--- src/include/conv_mux_map.svh ---
// register map, field positions and reset values of the conversion source mux
// assumes inclusion by bare name from the include folder
`ifndef CONV_MUX_MAP_SVH
`define CONV_MUX_MAP_SVH

// ----------------------------------------------------------------------------
// byte addresses on the avalon slave
// ----------------------------------------------------------------------------
`define ADDR_SOURCE_SELECT 12'h344
`define ADDR_FRAME_TIMER 12'h348
`define ADDR_LINE_INPUTS 12'h354
`define ADDR_IRQ_STATUS 12'h370
`define ADDR_IRQ_MASK 12'h374

// ----------------------------------------------------------------------------
// field positions
// ----------------------------------------------------------------------------
`define POS_CLK_ONE_SEL 0
`define POS_CLK_TWO_SEL 2
`define POS_FTRIG_SEL 4
`define POS_FT_ENABLE 31
`define POS_FT_CLK_SEL 30
`define POS_FT_FLAG 29
`define POS_FT_RELOAD_MSB 27
`define IRQ_BIT_EXPIRE 0
`define IRQ_BIT_TRIGGER 1

// ----------------------------------------------------------------------------
// source codes and front line indices
// ----------------------------------------------------------------------------
`define SEL_REAR 2'h2
`define SEL_FRONT 2'h3
`define FRONT_IDX_CLK_ONE 0
`define FRONT_IDX_CLK_TWO 2
`define FRONT_IDX_FTRIG 4

// ----------------------------------------------------------------------------
// reset values
// ----------------------------------------------------------------------------
`define RST_SOURCE_SELECT 6'h00
`define RST_FT_RELOAD 28'hfffffff
`define RST_IRQ 2'h0

`endif

--- src/include/conv_mux_pkg.sv ---
// types shared by the conversion source mux and its synchroniser
// assumes nothing of its surroundings
package conv_mux_pkg;

    // ------------------------------------------------------------------------
    // frame timer states
    // ------------------------------------------------------------------------
    typedef enum logic [1:0] {
        FT_IDLE = 2'b00,
        FT_RUN = 2'b01,
        FT_DONE = 2'b10
    } ft_state_t;

    // ------------------------------------------------------------------------
    // state records
    // ------------------------------------------------------------------------
    typedef struct packed {
        logic [2:0] meta;
        logic [2:0] level;
        logic [2:0] prev;
    } sync_state_t;

    typedef struct packed {
        logic [5:0] src_sel;
        logic ft_enable;
        logic ft_clk_sel;
        logic ft_flag;
        logic [27:0] ft_reload;
        logic [27:0] ft_count;
        ft_state_t ft_state;
        logic expire_pulse;
        logic [1:0] irq_status;
        logic [1:0] irq_mask;
        logic ack;
        logic [31:0] readdata;
    } mux_state_t;

endpackage : conv_mux_pkg

--- src/rtl/edge_sync.sv ---
// two-stage synchroniser with rising edge detect for the three routed signals
// assumes one clock, synchronous active-high reset, clock enable freezes it
`timescale 1ns/1ps
`default_nettype none

module edge_sync (
    input wire logic ref_clk, // logic clock
    input wire logic rst, // synchronous reset
    input wire logic clk_en, // freezes state when low
    input wire logic [2:0] raw_in, // selected raw sources
    output logic [2:0] level_out, // synchronised levels
    output logic [2:0] rise_out // one-cycle rising edge
);
    import conv_mux_pkg::*;

    sync_state_t s;
    sync_state_t next_s;

    // ------------------------------------------------------------------------
    // shift chain: meta feeds only level
    // ------------------------------------------------------------------------
    always_comb
    begin
        next_s = s;
        next_s.meta = raw_in;
        next_s.level = s.meta; // RULE_13
        next_s.prev = s.level;
    end

    // registers
    always_ff @(posedge ref_clk)
    begin
        if (rst)
        begin
            s <= '0;
        end
        else if (clk_en)
        begin
            s <= next_s;
        end
    end

    // edge detect looks at synchronised stages only
    assign level_out = s.level;
    assign rise_out = s.level & ~s.prev & {3{clk_en}}; // RULE_13

endmodule : edge_sync

`default_nettype wire

--- src/rtl/conversion_signal_mux_frame_timer.sv ---
// conversion signal source mux, frame timer and line level readback
// assumes an avalon-mm master, all inputs synchronous to ref_clk
//
// What this block does
// RULE_01: clock one source: internal, rear, front line 1
// RULE_02: clock two source: internal, rear, front line 3
// RULE_03: frame trigger source: internal, rear, front line 5
// RULE_04: all source fields reset to internal
// RULE_05: enabled trigger event restarts the timer
// RULE_06: timer counts clock one or clock two
// RULE_07: expiry after reload value plus one cycles
// RULE_08: expiry sets read-only event flag
// RULE_09: next trigger event clears the flag
// RULE_10: twenty line levels always readable
// RULE_11: input bits show real pin level
// RULE_12: software picks external sources, drivers off (this block has no line driver control; front_digital_line is input only)
// RULE_13: sources synchronised, rising edges detected
`timescale 1ns/1ps
`default_nettype none
`include "conv_mux_map.svh"

module conversion_signal_mux_frame_timer (
    input wire logic ref_clk, // logic clock, 40 mhz
    input wire logic rst, // synchronous reset
    input wire logic clk_en, // freezes state when low
    input wire logic [11:0] avs_address, // byte address
    input wire logic avs_read, // read request
    input wire logic avs_write, // write request
    input wire logic [31:0] avs_writedata, // write data
    input wire logic [3:0] avs_byteenable, // byte lanes
    output logic [31:0] avs_readdata, // read data
    output logic avs_waitrequest, // stall
    input wire logic int_conv_clock_one, // internal clock one generator
    input wire logic int_conv_clock_two, // internal clock two generator
    input wire logic int_frame_trigger, // internal frame trigger generator
    input wire logic rear_conv_clock_one_in, // rear clock one input
    input wire logic rear_conv_clock_two_in, // rear clock two input
    input wire logic rear_frame_trigger_in, // rear frame trigger input
    input wire logic [19:0] front_digital_line, // front line levels
    output logic seq_conv_clock_one, // routed clock one
    output logic seq_conv_clock_two, // routed clock two
    output logic seq_frame_trigger, // routed frame trigger
    output logic frame_timer_expired, // expiry pulse
    output conv_mux_pkg::ft_state_t timer_state, // frame timer state
    output logic irq // level interrupt
);
    import conv_mux_pkg::*;

    mux_state_t s;
    mux_state_t next_s;
    logic [2:0] raw_sel;
    logic [2:0] sync_level;
    logic [2:0] sync_rise;
    logic trig_rise;
    logic clk_rise;
    logic req;
    logic wr_take;
    logic [31:0] read_mux;
    logic [1:0] irq_set;
    logic [31:0] merged;

    // ------------------------------------------------------------------------
    // helpers
    // ------------------------------------------------------------------------

    // two-bit source code to routed level
    function automatic logic src_mux(input logic [1:0] sel, input logic internal_src,
                                     input logic rear_src, input logic front_src);
        logic r;
        r = internal_src;
        if (sel == `SEL_REAR)
        begin
            r = rear_src;
        end
        else if (sel == `SEL_FRONT)
        begin
            r = front_src;
        end
        return r;
    endfunction : src_mux

    // byte lane merge of a write into an old word
    function automatic logic [31:0] lane_merge(input logic [31:0] old_w, input logic [31:0] new_w,
                                               input logic [3:0] be);
        logic [31:0] r;
        r = old_w;
        for (int i = 0; i < 4; i++)
        begin
            if (be[i])
            begin
                r[i*8 +: 8] = new_w[i*8 +: 8];
            end
        end
        return r;
    endfunction : lane_merge

    // ------------------------------------------------------------------------
    // source routing
    // ------------------------------------------------------------------------

    // raw mux ahead of the synchroniser
    assign raw_sel[0] = src_mux(s.src_sel[`POS_CLK_ONE_SEL +: 2], int_conv_clock_one,
                                rear_conv_clock_one_in, front_digital_line[`FRONT_IDX_CLK_ONE]); // RULE_01
    assign raw_sel[1] = src_mux(s.src_sel[`POS_CLK_TWO_SEL +: 2], int_conv_clock_two,
                                rear_conv_clock_two_in, front_digital_line[`FRONT_IDX_CLK_TWO]); // RULE_02
    assign raw_sel[2] = src_mux(s.src_sel[`POS_FTRIG_SEL +: 2], int_frame_trigger,
                                rear_frame_trigger_in, front_digital_line[`FRONT_IDX_FTRIG]); // RULE_03

    // synchronise into the logic clock domain
    edge_sync u_sync (
        .ref_clk(ref_clk),
        .rst(rst),
        .clk_en(clk_en),
        .raw_in(raw_sel),
        .level_out(sync_level),
        .rise_out(sync_rise)
    );

    // routed signals toward the sequencers
    assign seq_conv_clock_one = sync_level[0];
    assign seq_conv_clock_two = sync_level[1];
    assign seq_frame_trigger = sync_level[2];

    // events feeding the frame timer
    assign trig_rise = sync_rise[2]; // RULE_13
    assign clk_rise = s.ft_clk_sel ? sync_rise[1] : sync_rise[0]; // RULE_06

    // ------------------------------------------------------------------------
    // avalon slave decode
    // ------------------------------------------------------------------------

    // one wait state on every access
    assign req = avs_read | avs_write;
    assign avs_waitrequest = req & ~(s.ack & clk_en); // stays high while frozen
    assign wr_take = avs_write & s.ack;

    // read word selection, unmapped reads zero
    always_comb
    begin
        read_mux = 32'h0000_0000;
        unique case (avs_address)
            `ADDR_SOURCE_SELECT: read_mux = {26'h0, s.src_sel};
            `ADDR_FRAME_TIMER: read_mux = {s.ft_enable, s.ft_clk_sel, s.ft_flag, 1'b0, s.ft_reload};
            `ADDR_LINE_INPUTS: read_mux = {12'h000, front_digital_line}; // RULE_10 RULE_11
            `ADDR_IRQ_STATUS: read_mux = {30'h0, s.irq_status};
            `ADDR_IRQ_MASK: read_mux = {30'h0, s.irq_mask};
            default: read_mux = 32'h0000_0000;
        endcase
    end

    // ------------------------------------------------------------------------
    // next state
    // ------------------------------------------------------------------------
    always_comb
    begin
        next_s = s;
        next_s.expire_pulse = 1'b0;
        irq_set = 2'h0;
        // old word with the enabled write lanes merged in
        merged = lane_merge(read_mux, avs_writedata, avs_byteenable);

        // bus handshake and read capture
        next_s.ack = req & ~s.ack;
        if (req && !s.ack)
        begin
            next_s.readdata = read_mux;
        end

        // software writes
        if (wr_take)
        begin
            unique case (avs_address)
                `ADDR_SOURCE_SELECT:
                begin
                    next_s.src_sel = merged[5:0];
                end
                `ADDR_FRAME_TIMER:
                begin
                    next_s.ft_enable = merged[`POS_FT_ENABLE];
                    next_s.ft_clk_sel = merged[`POS_FT_CLK_SEL];
                    next_s.ft_reload = merged[`POS_FT_RELOAD_MSB:0];
                end
                `ADDR_IRQ_STATUS:
                begin
                    if (avs_byteenable[0])
                    begin
                        next_s.irq_status = s.irq_status & ~avs_writedata[1:0];
                    end
                end
                `ADDR_IRQ_MASK:
                begin
                    if (avs_byteenable[0])
                    begin
                        next_s.irq_mask = avs_writedata[1:0];
                    end
                end
                default:
                begin
                    next_s.ack = 1'b0;
                end
            endcase
        end

        // frame timer: trigger first, then counting
        if (!s.ft_enable)
        begin
            next_s.ft_state = FT_IDLE;
        end
        else if (trig_rise)
        begin
            next_s.ft_count = 28'h0000000; // RULE_05
            next_s.ft_state = FT_RUN; // RULE_05
        end
        else if (s.ft_state == FT_RUN && clk_rise)
        begin
            if (s.ft_count == s.ft_reload)
            begin
                next_s.ft_state = FT_DONE; // RULE_07
                next_s.ft_flag = 1'b1; // RULE_08
                next_s.expire_pulse = 1'b1;
                irq_set[`IRQ_BIT_EXPIRE] = 1'b1;
            end
            else
            begin
                next_s.ft_count = s.ft_count + 28'h0000001; // RULE_07
            end
        end

        // next trigger event clears the expiry flag
        if (trig_rise)
        begin
            next_s.ft_flag = 1'b0; // RULE_09
            irq_set[`IRQ_BIT_TRIGGER] = 1'b1;
        end

        // sticky status, set wins over clear
        next_s.irq_status = next_s.irq_status | irq_set;

        // read-back path must not miss the handshake release
        if (!req)
        begin
            next_s.ack = 1'b0;
        end
    end

    // ------------------------------------------------------------------------
    // registers
    // ------------------------------------------------------------------------
    always_ff @(posedge ref_clk)
    begin
        if (rst)
        begin
            s.src_sel <= `RST_SOURCE_SELECT; // RULE_04
            s.ft_enable <= 1'b0; // RULE_05
            s.ft_clk_sel <= 1'b0;
            s.ft_flag <= 1'b0;
            s.ft_reload <= `RST_FT_RELOAD;
            s.ft_count <= 28'h0000000;
            s.ft_state <= FT_IDLE;
            s.expire_pulse <= 1'b0;
            s.irq_status <= `RST_IRQ;
            s.irq_mask <= `RST_IRQ;
            s.ack <= 1'b0;
            s.readdata <= 32'h0000_0000;
        end
        else if (clk_en)
        begin
            s <= next_s;
        end
    end

    // outputs
    assign avs_readdata = s.readdata;
    assign frame_timer_expired = s.expire_pulse;
    assign timer_state = s.ft_state;
    assign irq = |(s.irq_status & s.irq_mask);

    // ------------------------------------------------------------------------
    // checks
    // ------------------------------------------------------------------------
    a_clk_one_route: assert property (@(posedge ref_clk) disable iff (rst) // RULE_01
        (s.src_sel[1:0] == 2'h3 |-> raw_sel[0] == front_digital_line[0]) and
        (s.src_sel[1] == 1'b0 |-> raw_sel[0] == int_conv_clock_one))
        else $error("clock one routed from wrong source");

    a_clk_two_route: assert property (@(posedge ref_clk) disable iff (rst) // RULE_02
        (s.src_sel[3:2] == 2'h2 |-> raw_sel[1] == rear_conv_clock_two_in) and
        (s.src_sel[3:2] == 2'h3 |-> raw_sel[1] == front_digital_line[2]))
        else $error("clock two routed from wrong source");

    a_trig_route: assert property (@(posedge ref_clk) disable iff (rst) // RULE_03
        (s.src_sel[5:4] == 2'h3 |-> raw_sel[2] == front_digital_line[4]) and
        (s.src_sel[5:4] == 2'h2 |-> raw_sel[2] == rear_frame_trigger_in))
        else $error("frame trigger routed from wrong source");

    a_reset_defaults: assert property (@(posedge ref_clk) // RULE_04
        $fell(rst) |-> s.src_sel == 6'h00 && !s.ft_enable && s.ft_reload == 28'hfffffff)
        else $error("reset values wrong");

    a_trig_restart: assert property (@(posedge ref_clk) disable iff (rst) // RULE_05
        clk_en && trig_rise && s.ft_enable |=> s.ft_count == 28'h0000000 && s.ft_state == FT_RUN)
        else $error("trigger did not restart the frame timer");

    a_count_step: assert property (@(posedge ref_clk) disable iff (rst) // RULE_06
        clk_en && s.ft_enable && s.ft_state == FT_RUN && !trig_rise && s.ft_count != s.ft_reload &&
        (s.ft_clk_sel ? sync_rise[1] : sync_rise[0])
        |=> s.ft_count == 28'($past(s.ft_count) + 28'h0000001))
        else $error("frame timer did not count selected clock");

    a_expire_time: assert property (@(posedge ref_clk) disable iff (rst) // RULE_07
        clk_en && s.ft_enable && s.ft_state == FT_RUN && !trig_rise && clk_rise && s.ft_count == s.ft_reload
        |=> s.ft_flag && frame_timer_expired && s.ft_state == FT_DONE)
        else $error("frame timer expiry missed");

    a_flag_cause: assert property (@(posedge ref_clk) disable iff (rst) // RULE_08
        $rose(s.ft_flag) |-> $past(s.ft_state) == FT_RUN && frame_timer_expired)
        else $error("expiry flag set without expiry");

    a_flag_clear: assert property (@(posedge ref_clk) disable iff (rst) // RULE_09
        clk_en && trig_rise |=> !s.ft_flag)
        else $error("trigger did not clear expiry flag");

    a_line_readback: assert property (@(posedge ref_clk) disable iff (rst) // RULE_11
        avs_read && s.ack && $past(clk_en) && $past(avs_read) && avs_address == `ADDR_LINE_INPUTS &&
        $past(avs_address) == `ADDR_LINE_INPUTS
        |-> avs_readdata == {12'h000, $past(front_digital_line)})
        else $error("line levels read back wrong");

    a_one_wait_state: assert property (@(posedge ref_clk) disable iff (rst)
        clk_en && req && !s.ack |=> !clk_en || !req || !avs_waitrequest)
        else $error("bus answer not after one wait state");

endmodule : conversion_signal_mux_frame_timer

`default_nettype wire

--- config.mk ---
export PLATFORM = sky130hd
export DESIGN_NAME = conversion_signal_mux_frame_timer
export DESIGN_NICKNAME = d
export VERILOG_FILES = /design/src/include/conv_mux_pkg.sv /design/src/rtl/edge_sync.sv /design/src/rtl/conversion_signal_mux_frame_timer.sv
export VERILOG_INCLUDE_DIRS = /design/src /design/src/include
export SDC_FILE = /design/constraint.sdc
export NUM_CORES = 1
export LEC_CHECK = 0
export ABC_AREA = 0
export BUFFER_PORTS_ARGS = -buffer_cell sky130_fd_sc_hd__clkbuf_2
export CORE_MARGIN = 5
export CORE_UTILIZATION = 60
export CTS_BUF_LIST = sky130_fd_sc_hd__clkbuf_8
export DETAILED_ROUTE_END_ITERATION = 12
export PLACE_DENSITY = 0.86
export SLEW_MARGIN = 20
export SYNTH_ARGS = -nofsm -noshare
export SYNTH_HDL_FRONTEND = slang
export SYNTH_SLANG_ARGS = --single-unit
export TNS_END_PERCENT = 50
--- constraint.sdc ---
create_clock -name ref_clk -period 3.6 [get_ports ref_clk]
set_input_delay 0.18 -clock ref_clk [delete_from_list [all_inputs] [get_ports ref_clk]]
set_output_delay 0.18 -clock ref_clk [all_outputs]
set_load 0.01 [all_outputs]
-- Word level (Yosys, flattened, before mapping)
Cells that the tools add are included.
- bitwise logic cells: 14
- $add $sub $neg: 1
- eq/ne operators: 16
- reductions and logical operators: 15
- multiplexer cells: 35
- operator list (operator ; count):
    32-bit case mux with 5 select lines ; 1
    12-bit by 10-bit equality test with 1-bit output (second input constant) ; 5
    8-bit two-way mux ; 4
    31-bit two-way mux ; 1
    30-bit two-way mux ; 1
    28-bit by 1-bit adder with 28-bit output (second input constant) ; 1
    28-bit equality test ; 1
    28-bit two-way mux ; 1
    1-bit two-way mux ; 20
    2-bit equality test (second input constant) ; 6
    4-bit AND reduction ; 3
    2-bit two-way mux ; 5
    3-bit AND reduction ; 3
    3-bit bitwise AND ; 2
    3-bit by 1-bit != test with 1-bit output (second input constant) ; 2
    2-bit nonzero test ; 3
    5-bit two-way mux ; 1
    1-bit bitwise AND ; 4
    2-bit bitwise AND ; 2
    4-bit OR reduction ; 1
    3-bit two-way mux ; 1
    3-bit inverter ; 1
    2-bit by 1-bit equality test with 1-bit output (second input constant) ; 1
    1-bit logical AND ; 2
    8 further kinds ; 9
- word-level logic and storage cells: 96
- register bits after elaboration: 114
- output and inout bits: 40
- input port bits: 79

-- Longest topological paths before layout
- depth in word-level cells: 9
- depth in mapped cells: 9
- gate-level depth less buffers: 7

-- By module
From an unflattened synthesis, not the netlist that was laid out.
- cell total of the unflattened synthesis: 711
- area, all modules: 5938.2 µm²
- modules (own cells, without submodules) (module ; cells an instance ; area an instance (µm²) ; sequential area each (µm²) ; times used):
    conversion_signal_mux_frame_timer ; 674 ; 5577.8 ; 2082.0 ; 1
    edge_sync ; 37 ; 360.3 ; 180.2 ; 1

-- Worst setup path before layout
No wires, ideal clock.
- kind: flip-flop to flip-flop
- start point: register s[55] in the netlist's numbering
- end point: register s (netlist bit frame_timer_expired)
- data required time: 3.530 ns
- data arrival time: 1.811 ns
- library setup time: 0.070 ns
- cell stages (with the launch flop): 8
- path buffers: 1
- slack: 1.719 ns
- clock period less this slack: 1.881 ns
- cells stage by stage: dfxtp_1 buf_2 xor2_1 nor4_2 nand4_2 or3_4 or2_1 a21oi_1
- word-level cells in the longest chain between the ends: 5
- RTL lines (element ; RTL line ; text):
    start: declaration ; conversion_signal_mux_frame_timer.sv:49 ; mux_state_t s;
    start signal: assignment ; conversion_signal_mux_frame_timer.sv:268 ; s <= next_s;
    28-bit equality test ; conversion_signal_mux_frame_timer.sv:216 ; if (s.ft_count == s.ft_reload)
    3-bit two-way mux ; conversion_signal_mux_frame_timer.sv:216 ;
    31-bit two-way mux ; conversion_signal_mux_frame_timer.sv:214 ; else if (s.ft_state == FT_RUN && clk_rise)
    1-bit two-way mux ; conversion_signal_mux_frame_timer.sv:209 ; else if (trig_rise)
    1-bit two-way mux ; conversion_signal_mux_frame_timer.sv:205 ; if (!s.ft_enable)
No other way between the ends. The select of a mux whose other input is x is not followed.
A chain may end at the register's enable or synchronous reset.

-- Worst setup path in the final report
- start point: register s[50] in the netlist's numbering
- end point: register s[63] in the netlist's numbering
- word-level cells in the longest chain between the ends: 4
- elaborated cells on any way between the ends: 7
- those cells by class: add/sub: 1; eq/ne: 2; mux: 3; reduce/logical: 1
- RTL lines (element ; RTL line ; text):
    28-bit by 1-bit adder with 28-bit output ; conversion_signal_mux_frame_timer.sv:225 ; next_s.ft_count = s.ft_count + 28'h0000001;
    28-bit two-way mux ; conversion_signal_mux_frame_timer.sv:216 ;
    31-bit two-way mux ; conversion_signal_mux_frame_timer.sv:214 ;
    30-bit two-way mux ; conversion_signal_mux_frame_timer.sv:209 ;
Several ways; a longest one is shown, not always the timed one. The select of a mux whose other input is x is not followed.

==> qor.txt <==
RR Endpoint: s[63]
Clock edge transition at the registers on the reported setup and hold paths: 0.08 ns
H-tree Lvls: 4
Clock share of power: 48.7%
Die Wd: 108.4 µm
Hold crit path type: in -> reg
Minimum clock period: 2.696 ns
Mapped cell area: 5806 µm²
Endpoints failing setup: 0
FMAX: 371.0 MHz
Vias in the first global route: 5394
CTS max path bufs: 2
Clk root buf: clkbuf_8
Switching Fraction: 24.62%
Overall routed net length: 16.31 mm
Die Ht: 108.4 µm
CP endpoint kind: register
Int Power: 2.073 mW
Final Hold Fails: 0
Fillcell total: 781
Largest net degree at the start of global routing: 90
Slew @ Worst Pin: 0.9670 ns
Reg2reg setup slack: 0.90 ns
Share of the synthesized area in the top cell type: 38.97%
DP Worst Slack: 1.013 ns
Hold path depth: 3
Synth area leaders: dfxtp_1, a21oi_1, nand2_1
Top_reg_cell synth: dfxtp_1
Die area: 11740 µm²
Seq/Total Area, Yosys: 38.97%
Cell Pwr Density: 413.8 nW/µm²
Arr. time, crit path: 2.97 ns
WL/cell: 17.42 µm
Final TNS setup: 0 ns
CTS tree: built
Leakage: 2.523 nW
Vias per cell: 6.022
Post-layout nets: 870
Period utilisation layout: 74.88%
Yosys warnings: 0
Synth Register Bits: 113
Post-synth EDFFs: 0
R2r startpoint: s[50]
Net switching power: 0.6773 mW
Sink Count: 113
Status: complete, no violations
Min-Delay Endpoint: s[76]
Max-Cap Viols: 0
Initial antenna violation count: 0
Peak supply drop: 0.0002225 V
Row count: 36
R2r worst-path depth: 6
Gr ovfl total: 0
RSZ-0062 raised after global routing: no
Drt first pass iters: 7
Starting DRT DRC Count: 475
Antenna-violating nets left: 0
Max Clock Skew: 0.009973 ns
Sequential share of power: 45.8%
CP Class: reg -> reg
DP HPWL: 11.78 mm
Worst rel slew slack: 35.52%
GRT Total Usage: 28.00%
Hold Startpoint: avs_writedata[8]
Num CTS Buffers: 17
Residual DRC: 0
Final worst slack: 0.9043 ns
Global-route wire length before repair: 25.85 mm
Area leader, netlist: dfxtp_1
Post-Syn Nets: 799
I/O pin count: 119
Avg Inst Size Synth: 8.075 µm²
Core Area: 9594 µm²
CP max FO: 25
Share of cells above drive strength 1: 21.54%
CP Launch Type: register
Post-Syn Instances: 719
Resized Gates After CTS: 0
Async S/R FF share, synth: 0%
Initial Util: 60.51%
Antenna diode count: 0
CP Data Required Time: 3.88 ns
Worst-Skew Late Latency: 0.44 ns
Comb pwr share: 5.5%
Area Overhead vs Synth: 14.50%
RePlAce Congestion: 0.9766
Port Buffer Count: 115
Fin. max-slew vios: 0
Via count: 5637
Setup bufs post-CTS: 0
Most frequent cells in the layout: clkbuf_2, dfxtp_1, a21oi_1
Most common cell after layout, fill and taps aside: clkbuf_2
Synth cell types: 63
## stage by stage
| stage | utilization (%) | std cells | hold slack (ns) | power [mW] | area, µm² |
|---|---|---|---|---|---|
| after detailed placement | 64.25 | 900 | 0.4386 | 1.433 | 6165 |
| final | 69.29 | 936 | 0.01739 | 2.751 | 6648 |
| after floorplan | - | 719 | 0.3272 | 1.365 | 5806 |
| after global placement | 64.25 | 900 | 0.4337 | 1.429 | 6165 |
| after global routing | 69.29 | 936 | 0.009383 | 2.838 | 6648 |
| after CTS | 69.18 | 935 | 0.004651 | 2.756 | 6638 |
## synthesized netlist by cell type, types with 6 or more instances
cell type,count
buf_2,7
a22o_1,15
or3_1,6
dfxtp_1,113
o21ai_0,16
nor2_1,59
nor3_1,15
nand3_1,39
a21oi_1,88
clkbuf_1,24
buf_4,38
xor2_1,28
o31ai_1,9
nand2_1,87
o21ai_1,27
nand4_1,6
inv_1,13
or4_1,11
nor4_1,9
mux2i_1,16
nand2b_1,6
nand3b_1,11
## flip-flops by register name (all words and copies together) (netlist names)
register / cells
u_sync.next_s: 3
avs_readdata: 31
timer_state: 2
s: 70
u_sync.level_out: 3
u_sync.s: 3
frame_timer_expired: 1
## layout make-up
cell class	count	area, µm²	area share [%]
clock buffers	17	234.0	3.520
clock inverters	15	209.0	3.143
inverters	13	48.80	0.7340
multi-input cells	520	3067	46.13
flip-flops and latches	113	2262	34.03
well taps	133	166.4	2.503
repair buffers	125	660.6	9.938
## power by group through the flow
stage                     Clock [mW]  Combinational (mW)  Sequential (mW)
after floorplan                    0              0.0784             1.29
after global placement             0               0.142             1.29
after detailed placement           0               0.145             1.29
after CTS                       1.35               0.149             1.26
after global routing            1.41               0.165             1.26
final                           1.34               0.152             1.26
## logic make-up (layout without fill, tap and decap cells)
| logic type | count (synthesis) | in the layout | share of synthesized area, % |
|---|---|---|---|
| flops | 113 | 113 | 38.97 |
| simple gates | 279 | 279 | 24.87 |
| fa+ha+maj | 1 | 1 | 0.2155 |
| mux | 20 | 20 | 3.534 |
| buf+inv | 86 | 170 | 8.297 |
| compound gates | 190 | 190 | 19.68 |
| other cells | 1 | 1 | 0.06459 |
| xor+xnor | 29 | 29 | 4.375 |
## critical path, stage by stage (launching register included)
cell	delay, ns
dfxtp_1	0.37
xor2_1	0.18
nor4_1	0.54
nand3_1	0.27
o21ai_2	0.83
a2111o_1	0.27
a21oi_1	0.06
## routing by layer
layer  up-vias  global-route usage (%)  wire (µm)
met1      2616                   33.99       6351
met2       304                   48.09       8096
met4         0                   12.62        521
met3        44                   5.313       1338
li1       2673                       -          -
met5         -                       0          0
## what timing repair did
action / CTS / global route
endpoints found under the setup margin: 0 / 0
endpoints found under the hold margin: 3 / 1
hold buffers: 3 / 1
## how the worst max path moves through the flow
stage / from / endpoint / cells past startpoint
2_1_floorplan: s[55] / frame_timer_expired / 7
3_3_place_gp: s[50] / s[63] / 6
3_5_place_dp: s[50] / s[63] / 6
4_1_cts: s[50] / s[63] / 6
5_1_grt: s[56] / s[63] / 6
6_report: s[50] / s[63] / 6
Note: power is estimated with default switching activity, not from simulation.
